<file path="config.mk">
export PLATFORM = sky130hd
export DESIGN_NAME = lrm_top
export DESIGN_NICKNAME = d
export VERILOG_FILES = /design/src/rtl/lrm_pkg.sv /design/src/rtl/lrm_pok_filter.sv /design/src/rtl/lrm_ramp.sv /design/src/rtl/lrm_top.sv
export SDC_FILE = /design/constraint.sdc
export NUM_CORES = 2
export LEC_CHECK = 0
export BUFFER_PORTS_ARGS = -buffer_cell sky130_fd_sc_hd__buf_2
export CORE_ASPECT_RATIO = 1.75
export CORE_MARGIN = 2
export CORE_UTILIZATION = 60
export CTS_CLUSTER_DIAMETER = 80
export DETAILED_ROUTE_END_ITERATION = 7
export GPL_ROUTABILITY_DRIVEN = 1
export GPL_TIMING_DRIVEN = 0
export PLACE_DENSITY = 0.79
export SKIP_CTS_REPAIR_TIMING = 1
export SLEW_MARGIN = 25
export SYNTH_ARGS = -nofsm -noshare
export SYNTH_HDL_FRONTEND = slang
export SYNTH_HIERARCHICAL = 1
export SYNTH_SLANG_ARGS = --single-unit
</file>
<file path="constraint.sdc">
create_clock -name clock_in -period 5.2 [get_ports clock_in]
set_input_delay 0.52 -clock clock_in [delete_from_list [all_inputs] [get_ports clock_in]]
set_output_delay 0.52 -clock clock_in [all_outputs]
set_load 0.01 [all_outputs]
</file>
<file path="src/rtl/lrm_pkg.sv">
package lrm_pkg;
  localparam int LRM_NUM_LDO = 9;
  localparam int LRM_NUM_BUCK = 4;
  localparam int LRM_LVL_W = 8;
  localparam int LRM_CNT_W = 17;

  typedef enum logic [1:0] {
    LRM_MODE_NORMAL = 2'b00,
    LRM_MODE_GROUP = 2'b01,
    LRM_MODE_LOW = 2'b10,
    LRM_MODE_FULL = 2'b11
  } lrm_mode_t;

  typedef enum logic [1:0] {
    LRM_ST_IDLE = 2'b00,
    LRM_ST_WAIT_BIAS = 2'b01,
    LRM_ST_TURN_ON = 2'b10,
    LRM_ST_RUN = 2'b11
  } lrm_state_t;

  // Register byte offsets
  localparam logic [7:0] LRM_OFS_CTRL = 8'h00;
  localparam logic [7:0] LRM_OFS_LDO_MODE = 8'h04;
  localparam logic [7:0] LRM_OFS_BUCK_MODE = 8'h08;
  localparam logic [7:0] LRM_OFS_SEQ_SLOT = 8'h0c;
  localparam logic [7:0] LRM_OFS_SW_EN = 8'h10;
  localparam logic [7:0] LRM_OFS_SLEW = 8'h14;
  localparam logic [7:0] LRM_OFS_CLAMP = 8'h18;
  localparam logic [7:0] LRM_OFS_IRQ_FLAGS = 8'h1c;
  localparam logic [7:0] LRM_OFS_TOP_IRQ = 8'h20;
  localparam logic [7:0] LRM_OFS_TOP_MASK = 8'h24;
  localparam logic [7:0] LRM_OFS_STATUS = 8'h28;
  localparam logic [7:0] LRM_OFS_TARGET = 8'h40;

  // Control register bit positions
  localparam int LRM_CTRL_FORCE_BIAS = 0;
  localparam int LRM_CTRL_GLOBAL_LP = 1;
  localparam int LRM_CTRL_LP_FROM_PIN = 2;

  // Values after reset
  localparam logic [2:0] LRM_RST_CTRL = 3'h0;
  localparam logic [8:0] LRM_RST_CLAMP = 9'h1ff;
  localparam logic LRM_RST_TOP_MASK = 1'b1;
  localparam logic [7:0] LRM_RST_TARGET = 8'h00;

  // Timing
  localparam int LRM_CLK_PERIOD_NS = 40;
  localparam int LRM_CLK_KHZ = 25000;
  localparam int LRM_POK_FILT_NS = 25000;
  localparam int LRM_POK_FILT_CYC = (LRM_POK_FILT_NS + LRM_CLK_PERIOD_NS - 1) / LRM_CLK_PERIOD_NS;
  localparam int LRM_BIAS_ON_NS = 50000;
  localparam int LRM_BIAS_ON_CYC = (LRM_BIAS_ON_NS + LRM_CLK_PERIOD_NS - 1) / LRM_CLK_PERIOD_NS;
  localparam int LRM_LDO_ON_NS = 20000;
  localparam int LRM_LDO_ON_CYC = (LRM_LDO_ON_NS + LRM_CLK_PERIOD_NS - 1) / LRM_CLK_PERIOD_NS;
  localparam int LRM_STEP_UV = 25000;
  localparam int LRM_SLEW_SLOW_UV_PER_MS = 5000;
  localparam int LRM_SLEW_FAST_UV_PER_MS = 100000;
  localparam int LRM_STEP_SLOW_CYC =
    (LRM_STEP_UV * LRM_CLK_KHZ + LRM_SLEW_SLOW_UV_PER_MS - 1) / LRM_SLEW_SLOW_UV_PER_MS;
  localparam int LRM_STEP_FAST_CYC =
    (LRM_STEP_UV * LRM_CLK_KHZ + LRM_SLEW_FAST_UV_PER_MS - 1) / LRM_SLEW_FAST_UV_PER_MS;
endpackage : lrm_pkg

</file>
<file path="src/rtl/lrm_pok_filter.sv">
`timescale 1ns/100ps
module lrm_pok_filter (
  input wire logic clock_in,  // System clock
  input wire logic reset_in,  // Sync reset, high
  input wire logic enable_in,  // Clock enable
  input wire logic raw_in,  // Synchronised comparator level
  output logic good_out,  // Filtered power good
  output logic fall_out  // One-cycle pulse on accepted fall
);
  import lrm_pkg::*;

  localparam logic [9:0] FILT_LAST = 10'(LRM_POK_FILT_CYC - 1);

  logic good_q;
  logic fall_q;
  logic [9:0] cnt_q;
  wire differ = raw_in != good_q;
  wire accept = differ && (cnt_q == FILT_LAST);

  // Level must differ for the full window before it is taken
  always_ff @(posedge clock_in) begin
    if (reset_in) begin
      good_q <= 1'b0;
      fall_q <= 1'b0;
      cnt_q <= 10'h000;
    end else if (enable_in) begin
      cnt_q <= (differ && !accept) ? cnt_q + 10'h001 : 10'h000;
      if (accept) begin
        good_q <= raw_in;
      end
      fall_q <= accept && !raw_in;
    end
  end

  assign good_out = good_q;
  assign fall_out = fall_q;
endmodule : lrm_pok_filter

</file>
<file path="src/rtl/lrm_ramp.sv">
`timescale 1ns/100ps
module lrm_ramp #(
  parameter int STEP_SLOW_CYC = lrm_pkg::LRM_STEP_SLOW_CYC,  // Cycles per step, slow
  parameter int STEP_FAST_CYC = lrm_pkg::LRM_STEP_FAST_CYC  // Cycles per step, fast
) (
  input wire logic clock_in,  // System clock
  input wire logic reset_in,  // Sync reset, high
  input wire logic enable_in,  // Clock enable
  input wire logic ldo_on_in,  // Effective regulator enable
  input wire logic bias_ready_in,  // Bias has finished turning on
  input wire logic fast_in,  // Slew select, 1 = fast
  input wire logic [lrm_pkg::LRM_LVL_W-1:0] target_in,  // Target level code
  input wire logic [lrm_pkg::LRM_LVL_W-1:0] start_in,  // Sensed output level
  output logic on_out,  // Regulator pass device on
  output logic ramping_out,  // Level differs from target while on
  output logic [lrm_pkg::LRM_LVL_W-1:0] level_out  // Present setpoint code
);
  import lrm_pkg::*;

  localparam logic [LRM_CNT_W-1:0] ON_LAST = LRM_CNT_W'(LRM_LDO_ON_CYC - 1);
  localparam logic [LRM_CNT_W-1:0] SLOW_LAST = LRM_CNT_W'(STEP_SLOW_CYC - 1);
  localparam logic [LRM_CNT_W-1:0] FAST_LAST = LRM_CNT_W'(STEP_FAST_CYC - 1);

  lrm_state_t state_q, state_d;
  logic [LRM_CNT_W-1:0] cnt_q, cnt_d;
  logic [LRM_LVL_W-1:0] level_q, level_d;
  logic on_q;

  wire [LRM_CNT_W-1:0] step_last = fast_in ? FAST_LAST : SLOW_LAST;
  wire at_target = level_q == target_in;
  wire step_due = cnt_q >= step_last;

  always_comb begin
    state_d = state_q;
    cnt_d = cnt_q + LRM_CNT_W'(1);
    level_d = level_q;
    unique case (state_q)
      LRM_ST_IDLE: begin
        cnt_d = '0;
        if (ldo_on_in) begin
          level_d = start_in;
          state_d = bias_ready_in ? LRM_ST_TURN_ON : LRM_ST_WAIT_BIAS;
        end
      end
      LRM_ST_WAIT_BIAS: begin
        cnt_d = '0;
        if (!ldo_on_in) begin
          state_d = LRM_ST_IDLE;
        end else if (bias_ready_in) begin
          state_d = LRM_ST_TURN_ON;
        end
      end
      LRM_ST_TURN_ON: begin
        if (!ldo_on_in) begin
          state_d = LRM_ST_IDLE;
        end else if (cnt_q == ON_LAST) begin
          state_d = LRM_ST_RUN;
          cnt_d = '0;
        end
      end
      LRM_ST_RUN: begin
        if (!ldo_on_in) begin
          state_d = LRM_ST_IDLE;
        end else if (at_target) begin
          cnt_d = '0;
        end else if (step_due) begin
          cnt_d = '0;
          // One code step either way at the chosen pace
          level_d = (level_q < target_in) ? level_q + LRM_LVL_W'(1)
                                          : level_q - LRM_LVL_W'(1);
        end
      end
    endcase
  end

  always_ff @(posedge clock_in) begin
    if (reset_in) begin
      state_q <= LRM_ST_IDLE;
      cnt_q <= '0;
      level_q <= '0;
      on_q <= 1'b0;
    end else if (enable_in) begin
      state_q <= state_d;
      cnt_q <= cnt_d;
      level_q <= level_d;
      on_q <= state_d == LRM_ST_RUN;
    end
  end

  assign on_out = on_q;
  assign level_out = level_q;
  assign ramping_out = on_q && !at_target;
endmodule : lrm_ramp

</file>
<file path="src/rtl/lrm_top.sv">
`timescale 1ns/100ps
module lrm_top #(
  parameter int STEP_SLOW_CYC = lrm_pkg::LRM_STEP_SLOW_CYC,  // Slow slew step cycles
  parameter int STEP_FAST_CYC = lrm_pkg::LRM_STEP_FAST_CYC  // Fast slew step cycles
) (
  input wire logic clock_in,  // 25 MHz clock
  input wire logic reset_in,  // Sync reset, high
  input wire logic clk_en_in,  // Freezes all state when low
  input wire logic [7:0] avs_address_in,  // Avalon byte address
  input wire logic avs_read_in,  // Avalon read
  input wire logic avs_write_in,  // Avalon write
  input wire logic [31:0] avs_writedata_in,  // Avalon write data
  output logic [31:0] avs_readdata_out,  // Avalon read data
  output logic avs_waitrequest_out,  // Avalon wait request
  input wire logic general_pin_zero_in,  // Pin zero, async
  input wire logic [lrm_pkg::LRM_NUM_LDO-1:0] ldo_power_good_in,  // Comparators, async
  input wire logic [lrm_pkg::LRM_NUM_LDO-1:0][lrm_pkg::LRM_LVL_W-1:0] ldo_sense_in,  // Out level
  input wire logic [lrm_pkg::LRM_NUM_LDO-1:0] seq_enable_in,  // Sequencer enables
  output logic bias_out,  // Regulator bias enable
  output logic global_bias_out,  // Global bias enable
  output logic [lrm_pkg::LRM_NUM_LDO-1:0] ldo_on_out,  // Regulator on
  output logic [lrm_pkg::LRM_NUM_LDO-1:0][lrm_pkg::LRM_LVL_W-1:0] ldo_level_out,  // Setpoint
  output logic [lrm_pkg::LRM_NUM_LDO-1:0] ldo_low_power_out,  // Regulator in low power
  output logic [lrm_pkg::LRM_NUM_LDO-1:0] ldo_clamp_out,  // Overvoltage clamp on
  output logic [lrm_pkg::LRM_NUM_BUCK-1:0] buck_low_power_out,  // Step-down low power
  output logic ldo_summary_irq_out  // Summary interrupt gated by the top mask, high
);
  import lrm_pkg::*;

  localparam int NL = LRM_NUM_LDO;
  localparam int NB = LRM_NUM_BUCK;
  localparam int SYNC_W = 1 + NL + NL * LRM_LVL_W;
  // Shares the ramp counter width, which covers the slowest slew step
  localparam logic [LRM_CNT_W-1:0] BIAS_LAST = LRM_CNT_W'(LRM_BIAS_ON_CYC - 1);

  function automatic logic reg_hit(input logic [7:0] addr, input logic [7:0] ofs);
    reg_hit = addr == ofs;
  endfunction : reg_hit

  function automatic logic mode_low(input logic [1:0] mode, input logic global_lp);
    mode_low = (mode == LRM_MODE_LOW) || ((mode == LRM_MODE_GROUP) && global_lp);
  endfunction : mode_low

  // Software registers
  logic [2:0] ctrl_q;
  logic [NL-1:0][1:0] ldo_power_mode_sel_q;
  logic [NB-1:0][1:0] buck_power_mode_sel_q;
  logic [NL-1:0] ldo_sequencer_slot_q;
  logic [NL-1:0] sw_en_q;
  logic [NL-1:0] ldo_slew_select_q;
  logic [NL-1:0] ldo_clamp_enable_q;
  logic [NL-1:0] ldo_block_irq_flags_q, ldo_block_irq_flags_d;
  logic top_mask_q;
  logic [NL-1:0][LRM_LVL_W-1:0] target_q;

  // Bus slave state
  logic wait_q;
  logic [31:0] rdata_q, rdata_d;

  // Pin synchroniser, three stages
  logic [SYNC_W-1:0] sync1_q, sync2_q, sync3_q, stable_q;

  // Bias and output state
  logic bias_q, global_bias_q, bias_ready_q;
  logic [LRM_CNT_W-1:0] bias_cnt_q;
  logic [NL-1:0] low_q, clamp_q;
  logic [NB-1:0] buck_low_q;
  logic irq_q;

  wire [SYNC_W-1:0] sync_raw = {general_pin_zero_in, ldo_power_good_in, ldo_sense_in};
  wire pin_zero = stable_q[SYNC_W-1];
  wire [NL-1:0] pok_sync = stable_q[NL*LRM_LVL_W +: NL];
  wire [NL-1:0][LRM_LVL_W-1:0] sense_sync = stable_q[NL*LRM_LVL_W-1:0];

  // Single-bit levels settle bit by bit; sense codes move as whole words
  wire [SYNC_W-1:0] stable_d;
  wire [NL:0] lvl2 = sync2_q[SYNC_W-1 -: NL+1];
  wire [NL:0] lvl3 = sync3_q[SYNC_W-1 -: NL+1];
  wire [NL:0] lvl_old = stable_q[SYNC_W-1 -: NL+1];
  assign stable_d[SYNC_W-1 -: NL+1] = (lvl2 & lvl3) | (lvl_old & (lvl2 | lvl3));

  wire bus_req = avs_read_in || avs_write_in;
  wire bus_ack = bus_req && !wait_q;
  wire wr_go = bus_ack && avs_write_in && clk_en_in;
  wire [7:0] addr = avs_address_in;
  // Targets sit one word apart; unaligned addresses read as zero
  wire tgt_hit = (addr >= LRM_OFS_TARGET) && (addr < LRM_OFS_TARGET + 8'(4 * NL))
                 && (addr[1:0] == 2'b00);
  wire [3:0] tgt_idx = 4'((addr - LRM_OFS_TARGET) >> 2);

  // Write strobes, one per register and one shared by all targets; flag clears decode below
  wire wr_target = wr_go && tgt_hit;
  wire wr_ctrl = wr_go && reg_hit(addr, LRM_OFS_CTRL);
  wire wr_ldo_mode = wr_go && reg_hit(addr, LRM_OFS_LDO_MODE);
  wire wr_buck_mode = wr_go && reg_hit(addr, LRM_OFS_BUCK_MODE);
  wire wr_seq_slot = wr_go && reg_hit(addr, LRM_OFS_SEQ_SLOT);
  wire wr_sw_en = wr_go && reg_hit(addr, LRM_OFS_SW_EN);
  wire wr_slew = wr_go && reg_hit(addr, LRM_OFS_SLEW);
  wire wr_clamp = wr_go && reg_hit(addr, LRM_OFS_CLAMP);
  wire wr_top_mask = wr_go && reg_hit(addr, LRM_OFS_TOP_MASK);

  // Pin source lags the register bit by the synchroniser's cycles
  wire global_lp = ctrl_q[LRM_CTRL_LP_FROM_PIN] ? pin_zero : ctrl_q[LRM_CTRL_GLOBAL_LP];
  wire [NL-1:0] eff_en;
  wire [NL-1:0] low_d;
  wire [NB-1:0] buck_low_d;
  wire [NL-1:0] ldo_on, ramping, pok_good, pok_fall;
  wire [NL-1:0][LRM_LVL_W-1:0] level;
  wire bias_d = ctrl_q[LRM_CTRL_FORCE_BIAS] || (|eff_en);
  wire summary = |ldo_block_irq_flags_q;
  // Clamp ignores the enable state, so an off regulator keeps its setting
  wire [NL-1:0] clamp_d = ldo_clamp_enable_q & ~low_d;

  // Flags clear by writing one; a new fall in the same cycle wins
  wire [NL-1:0] flag_clr = (wr_go && reg_hit(addr, LRM_OFS_IRQ_FLAGS))
                           ? avs_writedata_in[NL-1:0] : '0;
  assign ldo_block_irq_flags_d = (ldo_block_irq_flags_q & ~flag_clr) | pok_fall;

  genvar gi;
  generate
    for (gi = 0; gi < NL; gi++) begin : g_ldo
      // Slot hands only the enable to the sequencer; mode stays with software
      assign eff_en[gi] = ldo_sequencer_slot_q[gi] ? seq_enable_in[gi] : sw_en_q[gi];
      assign low_d[gi] = mode_low(ldo_power_mode_sel_q[gi], global_lp);

      // A code caught mid-change is held off until both late stages agree
      assign stable_d[gi*LRM_LVL_W +: LRM_LVL_W] =
        (sync2_q[gi*LRM_LVL_W +: LRM_LVL_W] == sync3_q[gi*LRM_LVL_W +: LRM_LVL_W])
        ? sync3_q[gi*LRM_LVL_W +: LRM_LVL_W] : stable_q[gi*LRM_LVL_W +: LRM_LVL_W];

      lrm_ramp #(
        .STEP_SLOW_CYC(STEP_SLOW_CYC),
        .STEP_FAST_CYC(STEP_FAST_CYC)
      ) u_ramp (
        .clock_in(clock_in),
        .reset_in(reset_in),
        .enable_in(clk_en_in),
        .ldo_on_in(eff_en[gi]),
        .bias_ready_in(bias_ready_q),
        .fast_in(ldo_slew_select_q[gi]),
        .target_in(target_q[gi]),
        .start_in(sense_sync[gi]),
        .on_out(ldo_on[gi]),
        .ramping_out(ramping[gi]),
        .level_out(level[gi])
      );

      lrm_pok_filter u_pok (
        .clock_in(clock_in),
        .reset_in(reset_in),
        .enable_in(clk_en_in),
        .raw_in(pok_sync[gi]),
        .good_out(pok_good[gi]),
        .fall_out(pok_fall[gi])
      );
    end
    // Step-down fields only pick low power; the regulators live elsewhere
    for (gi = 0; gi < NB; gi++) begin : g_buck
      assign buck_low_d[gi] = mode_low(buck_power_mode_sel_q[gi], global_lp);
    end
  endgenerate

  // Read mux, captured on the wait cycle so data stands at the ack edge
  always_comb begin
    rdata_d = 32'h0000_0000;
    if (tgt_hit) begin
      rdata_d[LRM_LVL_W-1:0] = target_q[tgt_idx];
    end else begin
      unique case (addr)
        LRM_OFS_CTRL: rdata_d[2:0] = ctrl_q;
        LRM_OFS_LDO_MODE: rdata_d[2*NL-1:0] = ldo_power_mode_sel_q;
        LRM_OFS_BUCK_MODE: rdata_d[2*NB-1:0] = buck_power_mode_sel_q;
        LRM_OFS_SEQ_SLOT: rdata_d[NL-1:0] = ldo_sequencer_slot_q;
        LRM_OFS_SW_EN: rdata_d[NL-1:0] = sw_en_q;
        LRM_OFS_SLEW: rdata_d[NL-1:0] = ldo_slew_select_q;
        LRM_OFS_CLAMP: rdata_d[NL-1:0] = ldo_clamp_enable_q;
        LRM_OFS_IRQ_FLAGS: rdata_d[NL-1:0] = ldo_block_irq_flags_q;
        LRM_OFS_TOP_IRQ: rdata_d[0] = summary;
        LRM_OFS_TOP_MASK: rdata_d[0] = top_mask_q;
        LRM_OFS_STATUS: rdata_d[2*NL+1:0] = {global_lp, bias_ready_q, ramping, pok_good};
        default: rdata_d = 32'h0000_0000;
      endcase
    end
  end

  // Bus handshake: one wait cycle, then acknowledge
  // Fixed latency, no error response: unmapped reads give zero
  always_ff @(posedge clock_in) begin
    if (reset_in) begin
      wait_q <= 1'b1;
      rdata_q <= 32'h0000_0000;
    end else if (clk_en_in) begin
      wait_q <= !(bus_req && wait_q);
      if (bus_req && wait_q) begin
        rdata_q <= rdata_d;
      end
    end
  end

  always_ff @(posedge clock_in) begin
    if (reset_in) begin
      ctrl_q <= LRM_RST_CTRL;
      ldo_power_mode_sel_q <= '0;
      buck_power_mode_sel_q <= '0;
      ldo_sequencer_slot_q <= '0;
      sw_en_q <= '0;
      ldo_slew_select_q <= '0;
      ldo_clamp_enable_q <= LRM_RST_CLAMP;
      top_mask_q <= LRM_RST_TOP_MASK;
      target_q <= {NL{LRM_RST_TARGET}};
    end else if (wr_go) begin
      // Writes land on the acknowledge edge only
      if (wr_target) begin
        target_q[tgt_idx] <= avs_writedata_in[LRM_LVL_W-1:0];
      end
      if (wr_ctrl) begin
        ctrl_q <= avs_writedata_in[2:0];
      end
      if (wr_ldo_mode) begin
        ldo_power_mode_sel_q <= avs_writedata_in[2*NL-1:0];
      end
      if (wr_buck_mode) begin
        buck_power_mode_sel_q <= avs_writedata_in[2*NB-1:0];
      end
      if (wr_seq_slot) begin
        ldo_sequencer_slot_q <= avs_writedata_in[NL-1:0];
      end
      if (wr_sw_en) begin
        sw_en_q <= avs_writedata_in[NL-1:0];
      end
      if (wr_slew) begin
        ldo_slew_select_q <= avs_writedata_in[NL-1:0];
      end
      if (wr_clamp) begin
        ldo_clamp_enable_q <= avs_writedata_in[NL-1:0];
      end
      if (wr_top_mask) begin
        top_mask_q <= avs_writedata_in[0];
      end
    end
  end

  // Agreement of stages two and three filters one-cycle metastable glitches
  always_ff @(posedge clock_in) begin
    if (reset_in) begin
      sync1_q <= '0;
      sync2_q <= '0;
      sync3_q <= '0;
      stable_q <= '0;
    end else if (clk_en_in) begin
      sync1_q <= sync_raw;
      sync2_q <= sync1_q;
      sync3_q <= sync2_q;
      stable_q <= stable_d;
    end
  end

  // Bias counts its turn-on time; ramps wait on bias_ready
  always_ff @(posedge clock_in) begin
    if (reset_in) begin
      bias_q <= 1'b0;
      global_bias_q <= 1'b0;
      bias_ready_q <= 1'b0;
      bias_cnt_q <= '0;
    end else if (clk_en_in) begin
      bias_q <= bias_d;
      global_bias_q <= bias_d;
      if (!bias_q) begin
        bias_cnt_q <= '0;
        bias_ready_q <= 1'b0;
      end else if (!bias_ready_q) begin
        bias_cnt_q <= bias_cnt_q + LRM_CNT_W'(1);
        bias_ready_q <= bias_cnt_q == BIAS_LAST;
      end
    end
  end

  always_ff @(posedge clock_in) begin
    if (reset_in) begin
      low_q <= '0;
      clamp_q <= '0;
      buck_low_q <= '0;
      ldo_block_irq_flags_q <= '0;
      irq_q <= 1'b0;
    end else if (clk_en_in) begin
      low_q <= low_d;
      clamp_q <= clamp_d;
      buck_low_q <= buck_low_d;
      ldo_block_irq_flags_q <= ldo_block_irq_flags_d;
      // Mask gates only the pin; flags keep recording underneath
      irq_q <= summary && !top_mask_q;
    end
  end

  // Every output is a flop, here or inside a submodule
  assign avs_readdata_out = rdata_q;
  assign avs_waitrequest_out = wait_q;
  assign bias_out = bias_q;
  assign global_bias_out = global_bias_q;
  assign ldo_on_out = ldo_on;
  assign ldo_level_out = level;
  assign ldo_low_power_out = low_q;
  assign ldo_clamp_out = clamp_q;
  assign buck_low_power_out = buck_low_q;
  assign ldo_summary_irq_out = irq_q;
endmodule : lrm_top

</file>
* Yosys cells after proc, flatten, opt, wreduce, memory -nomap -nowiden
Index checks and enable logic that the tools add are counted.
Storage, ports and cells: input bits 136, output and inout bits 139, register bits 910, word-level logic and storage cells 737
Cells by class: reduce and logical (&&, ||, !) cells 181, bitwise operators 9, magnitude comparators 22, multiplexer cells 218, add/subtract/negate cells 38, equal/unequal tests 155
Operator list (count):
- 2-to-1 mux 17 bit | 56
- case mux 17 bit (3 select lines) | 9
- 2-to-1 mux 8 bit | 48
- adder 17 x 1 -> 17 bit, second input constant | 10
- equality test 17 x 9 -> 1 bit, second input constant | 9
- greater-or-equal comparator 17 bit | 9
- equality test 8 bit | 18
- case mux 8 bit (2 select lines) | 9
- 2-to-1 mux 2 bit | 56
- adder 10 x 1 -> 10 bit, second input constant | 9
- equality test 10 bit, second input constant | 9
- 2-to-1 mux 10 bit | 9
- equality test 2 bit, second input constant | 40
- adder 8 x 1 -> 8 bit, second input constant | 9
- bitwise mux 72 bit | 1
- less-than comparator 8 bit | 9
- case mux 2 bit (4 select lines) | 9
- subtractor 8 x 1 -> 8 bit, second input constant | 9
- logical AND 1 bit | 67
- AND reduction 2 bit | 29
- inequality test 2 x 1 -> 1 bit, second input constant | 27
- AND reduction 6 bit | 9
- equality test 2 x 1 -> 1 bit, second input constant | 22
- case mux 5 bit (8 select lines) | 1
- other kinds (33) | 140

* Depth between registers and ports, before layout
depth after elaboration 9, depth in mapped cells 12, depth with buffers taken out 12

* Modules after synthesis
The synthesis kept the hierarchy.
Modules (own cells, without submodules):
- lrm_top | instances 1, seq. area each 10770.3 um2, cells an instance 2342, area an instance 22591.7 um2
- lrm_ramp at g_ldo[0].u_ramp ... | instances 7, seq. area each 560.5 um2, cells an instance 248, area an instance 2060.7 um2
- lrm_pok_filter | instances 9, seq. area each 240.2 um2, cells an instance 62, area an instance 580.6 um2
- lrm_ramp at g_ldo[3].u_ramp | instances 1, seq. area each 560.5 um2, cells an instance 252, area an instance 2077.0 um2
- lrm_ramp at g_ldo[4].u_ramp | instances 1, seq. area each 560.5 um2, cells an instance 253, area an instance 2040.7 um2

* Worst setup path after synthesis
OpenSTA, ideal clock, no wires.
path type register to register, from reg target_q[70] in the netlist's numbering, to reg g_ldo[8].u_ramp.level_q[7], stages on the path, launching flop included 13, arrival time 2.972 ns, required time 5.077 ns, path slack 2.105 ns, buffers on the path 0, setup time 0.123 ns, cells stage by stage dfxtp_1 inv_1 ha_1 a21oi_1 a21boi_0 or4_1 ha_1 a21o_1 a221oi_1 a21oi_1 xor2_1 o32a_1 o21ai_0
On the way: longest elaborated chain between the ends 6, elaborated cells between the ends (all ways) 9
Ends and longest elaborated chain:
- from (decl) | line lrm_top.sv:54 | logic [NL-1:0][LRM_LVL_W-1:0] target_q;
- from (signal assigned) | line lrm_top.sv:210 | target_q <= {NL{LRM_RST_TARGET}};
- from (signal, indexed assignment) | line lrm_top.sv:214 | target_q[tgt_idx] <= avs_writedata_in[LRM_LVL_W-1:0];
- less-than comparator 8 bit | line lrm_ramp.sv:69 | level_d = (level_q < target_in) ? level_q + LRM_LVL_W'(1)
- 2-to-1 mux 8 bit | line lrm_ramp.sv:69
- 2-to-1 mux 8 bit | line lrm_ramp.sv:66 | end else if (step_due) begin
- 2-to-1 mux 8 bit | line lrm_ramp.sv:64 | end else if (at_target) begin
- 2-to-1 mux 8 bit | line lrm_ramp.sv:62 | if (!ldo_on_in) begin
- case mux 8 bit (2 select lines) | line lrm_ramp.sv:37 | unique case (state_q)
- to (signal assigned) | line lrm_ramp.sv:85 | level_q <= level_d;
- to (decl) | line lrm_ramp.sv:26 | logic [LRM_LVL_W-1:0] level_q, level_d;
Parallel ways exist; a longest one is shown, timed or not. The select of a mux whose other input is x is not followed. A chain may end at the register's enable or synchronous reset.

* Worst setup path in the final report
from reg target_q[46] in the netlist's numbering, to reg g_ldo[5].u_ramp.level_q[7]
On the way: longest elaborated chain between the ends 6, elaborated cells between the ends (all ways) 9
Ends and longest elaborated chain (line):
- less-than comparator 8 bit | lrm_ramp.sv:69
- 2-to-1 mux 8 bit | lrm_ramp.sv:69
- 2-to-1 mux 8 bit | lrm_ramp.sv:66
- 2-to-1 mux 8 bit | lrm_ramp.sv:64
- 2-to-1 mux 8 bit | lrm_ramp.sv:62
- case mux 8 bit (2 select lines) | lrm_ramp.sv:37
- to (signal assigned) | lrm_ramp.sv:85
- to (decl) | lrm_ramp.sv:26
Parallel ways exist; a longest one is shown, timed or not. The select of a mux whose other input is x is not followed.

==> reports/results.ini <==
[run_status]
outcome=completed

[logic_synthesis]
ys_types=101
ys_warn_count=6
ys_seq_area_frac=0.3878
netlist_area_um2=46360
synth_area_leader_cell=dfxtp_1
syn_avg_cell_area_um2=9.018
ys.flop_type=dfxtp_1
synthTopCellsByArea=dfxtp_1, mux2i_1, nor2_1, ha_1, a21oi_1
async_reset_ff_frac=0
synth_cells=5141
yosys_register_bits=898
synth_top_area_share=0.3878
synth_edf_count=0

[sta]
finalCriticalPeriod_ns=3.787
finalSetupTns_ns=0
slew-limit-headroom=0.2623
hold_viol_final=0
setup_viol=0
rsz0062_at_grt=no
slew_violations=0
tightestPinTransition_ns=1.107
hold_slack_ns=0.08089
clock_skew_ns=0.02471
max_freq_ghz=0.2641
post-route-period-util=0.7283

[routing]
via_per_inst=6.129
wl_per_cell_um=21.60
drt_iter0_markers=2970
wl_um=142200
drc_errors=0
dr_total_vias=40340
dr.pass1.iters=6
antenna_left=0

[clock_tree]
insertion_delay_ns=0.68
cts_htree_levels=3
cts_buffers=86
clockBufferDepth=3
tritoncts=built
path_clk_slew_ns=0.07
clock-sinks=898
clockRootBuffer=clkbuf_16

[worst_setup_path]
path_depth=12
worstSetupEndpoint=g_ldo[5].u_ramp/level_out[7]$_SDFFE_PP0P_
worstSetupStartpoint=target_q[46]$_SDFFE_PP0P_
slowest_stage=or4_1
crit_type=flop to flop
arrival_ns=4.37
crit_family=compound AO/OA/AOI/OAI gates
start_kind=flop
cp_num_buf_inv=1
slowest_delay_ns=0.74
cp_cell_sequence=inv_1, ha_1, a21oi_1, a21boi_0, or4_1, ha_1, a21o_1, a221oi_1, a21oi_1, xor2_1, a22oi_1, o21ai_0
worst-r2r-cell-count=12
crit_fanout=8
rr_endpoint=g_ldo[5].u_ramp/level_out[7]$_SDFFE_PP0P_
timing.rr.start=target_q[46]$_SDFFE_PP0P_
worst-r2r-setup-slack_ns=1.41
worstSetupEndpointType=flop
required_ns=5.78

[grt]
grt_use_total=0.3486
grt_max_degree=88
antenna_found_initial=16
grt_pass1_wl_um=217400
grt_overflow=0
grt_pass1_vias=39750

[min_path]
hp-class=input port to flop

[layout]
drive_gt1_frac=0.1230
area_delta_synth_final_pct=12.46
seq_area_um2=17980
layout.cells.most_common_list=dfxtp_1, nor2_1, mux2i_1
final_nets=5866
multi_input_area_um2=26490
fin_util=0.6819
mostFrequentLayoutCell=dfxtp_1
fill_cells=6277

[floorplanning]
coreArea_um2=76450
rows=134
die_area_um2=79590
die_h_um=371.7
die_width_um=214.1
start_util=0.6064
io_pins=275

[power]
p_seq_frac=0.472
totalPowerFinal_w=0.01492
power_density_nw_per_um2=286.2
leakagePower_nw=21.19
p_clk_frac=0.466
combPwrFrac=0.062
switching_share=0.2376
intPower_w=0.01138
p_sw_w=0.003545
vdd_ir_drop_max_v=0.0002513

[place]
routabilityCongestion=1.002
port_buffers=242
hpwl_um=107400

[run]
maxCapViolCount=0

[synthesized netlist by cell type, types with 20 or more instances]
| library cell | count |
|---|---|
| a211oi_1 | 52 |
| a21o_1 | 45 |
| a21oi_1 | 327 |
| a311oi_1 | 20 |
| and3_1 | 41 |
| and4_1 | 40 |
| buf_2 | 54 |
| buf_6 | 25 |
| clkbuf_1 | 133 |
| dfxtp_1 | 898 |
| ha_1 | 236 |
| inv_1 | 190 |
| mux2_2 | 39 |
| mux2i_1 | 402 |
| nand2_1 | 316 |
| nand2b_1 | 54 |
| nand3_1 | 137 |
| nand4_1 | 206 |
| nor2_1 | 828 |
| nor2b_1 | 69 |
| nor3_1 | 48 |
| o211ai_1 | 35 |
| o21a_1 | 23 |
| o21ai_0 | 76 |
| o31ai_1 | 77 |
| or3_1 | 25 |
| or4_1 | 21 |
| xnor2_1 | 182 |
| xor2_1 | 148 |
[cells by family after synthesis]
kind of cell	share of synthesized area
AO/OA/AOI/OAI	0.1321
AND/OR/NAND/NOR	0.2069
XOR/XNOR	0.06234
other	0.00008089
buffers and inverters	0.04205
multiplexers	0.1011
flip-flops	0.3878
adder cells (fa/ha/maj)	0.06758
[layout make-up]
type                    count  area share
multi-input cells        3821      0.5080
flip-flops and latches    898      0.3448
clock buffers             115     0.04692
repair buffers            245     0.02506
well taps                1020     0.02448
plain buffers             240     0.02364
inverters                 193     0.01390
clock inverters            42     0.01279
diodes                      7   0.0003360
[tightest hold or removal path, stage by stage]
cell and delay, ns:
buf_2 0.07, mux2i_1 0.05, nor2_1 0.07
[flip-flops by register name, summed over array words and instances, names as in the netlist, 17 cells and up]
register                cells
bias_cnt_q                 17
stable_q                   82
g_ldo.u_ramp/cnt_q        153
sync1_q                    82
target_q                   72
g_ldo.u_ramp/state_q       18
sync3_q                    82
g_ldo.u_ramp/level_out     72
g_ldo.u_pok/cnt_q          90
ldo_power_mode_sel_q       18
avs_readdata_out           20
sync2_q                    82
[how the worst min path moves through the flow]
stage | cells past startpoint | start | slack, ns | end
final | 3 | ldo_sense_in[63] | 0.08 | sync1_q[63]$_SDFFE_PP0P_
after global routing | 3 | ldo_sense_in[57] | 0.07 | sync1_q[57]$_SDFFE_PP0P_
after CTS | 3 | ldo_sense_in[70] | 0.05 | sync1_q[70]$_SDFFE_PP0P_
after detailed placement | 2 | sync3_q[81]$_SDFFE_PP0P_ | 0.45 | stable_q[81]$_SDFFE_PP0P_
after global placement | 2 | g_ldo[3].u_ramp/on_out$_SDFFE_PP0P_ | 0.45 | g_ldo[3].u_ramp/on_out$_SDFFE_PP0P_
after floorplan | 2 | g_ldo[0].u_pok/fall_out$_SDFFE_PP0P_ | 0.43 | g_ldo[0].u_pok/fall_out$_SDFFE_PP0P_
[stage by stage]
step | cell area [µm²] | cells | worst slack, ns
after floorplan | 46400 | 5152 | 2.105
after global placement | 48890 | 6414 | -0.9857
after detailed placement | 48990 | 6417 | 1.124
after CTS | 52100 | 6574 | 1.498
after global routing | 52120 | 6575 | 1.295
final | 52140 | 6581 | 1.413
[power groups by stage]
stage	Clock, W	Combinational (W)	Sequential [W]
final	0.00696	0.000921	0.00704
after global routing	0.00729	0.000976	0.00705
after CTS	0.00703	0.000899	0.00704
after detailed placement	0	0.000893	0.00720
after global placement	0	0.000877	0.00719
after floorplan	0	0.000555	0.00717
[layer usage]
layer  track usage  share of wire  vias up
li1              -              -    19000
met3       0.07583          0.070      550
met4        0.2843          0.092       22
met5             0         0.0011        -
met2        0.6106           0.48     1513
met1        0.3586           0.35    19260
Power figures use the tool's default switching activity.
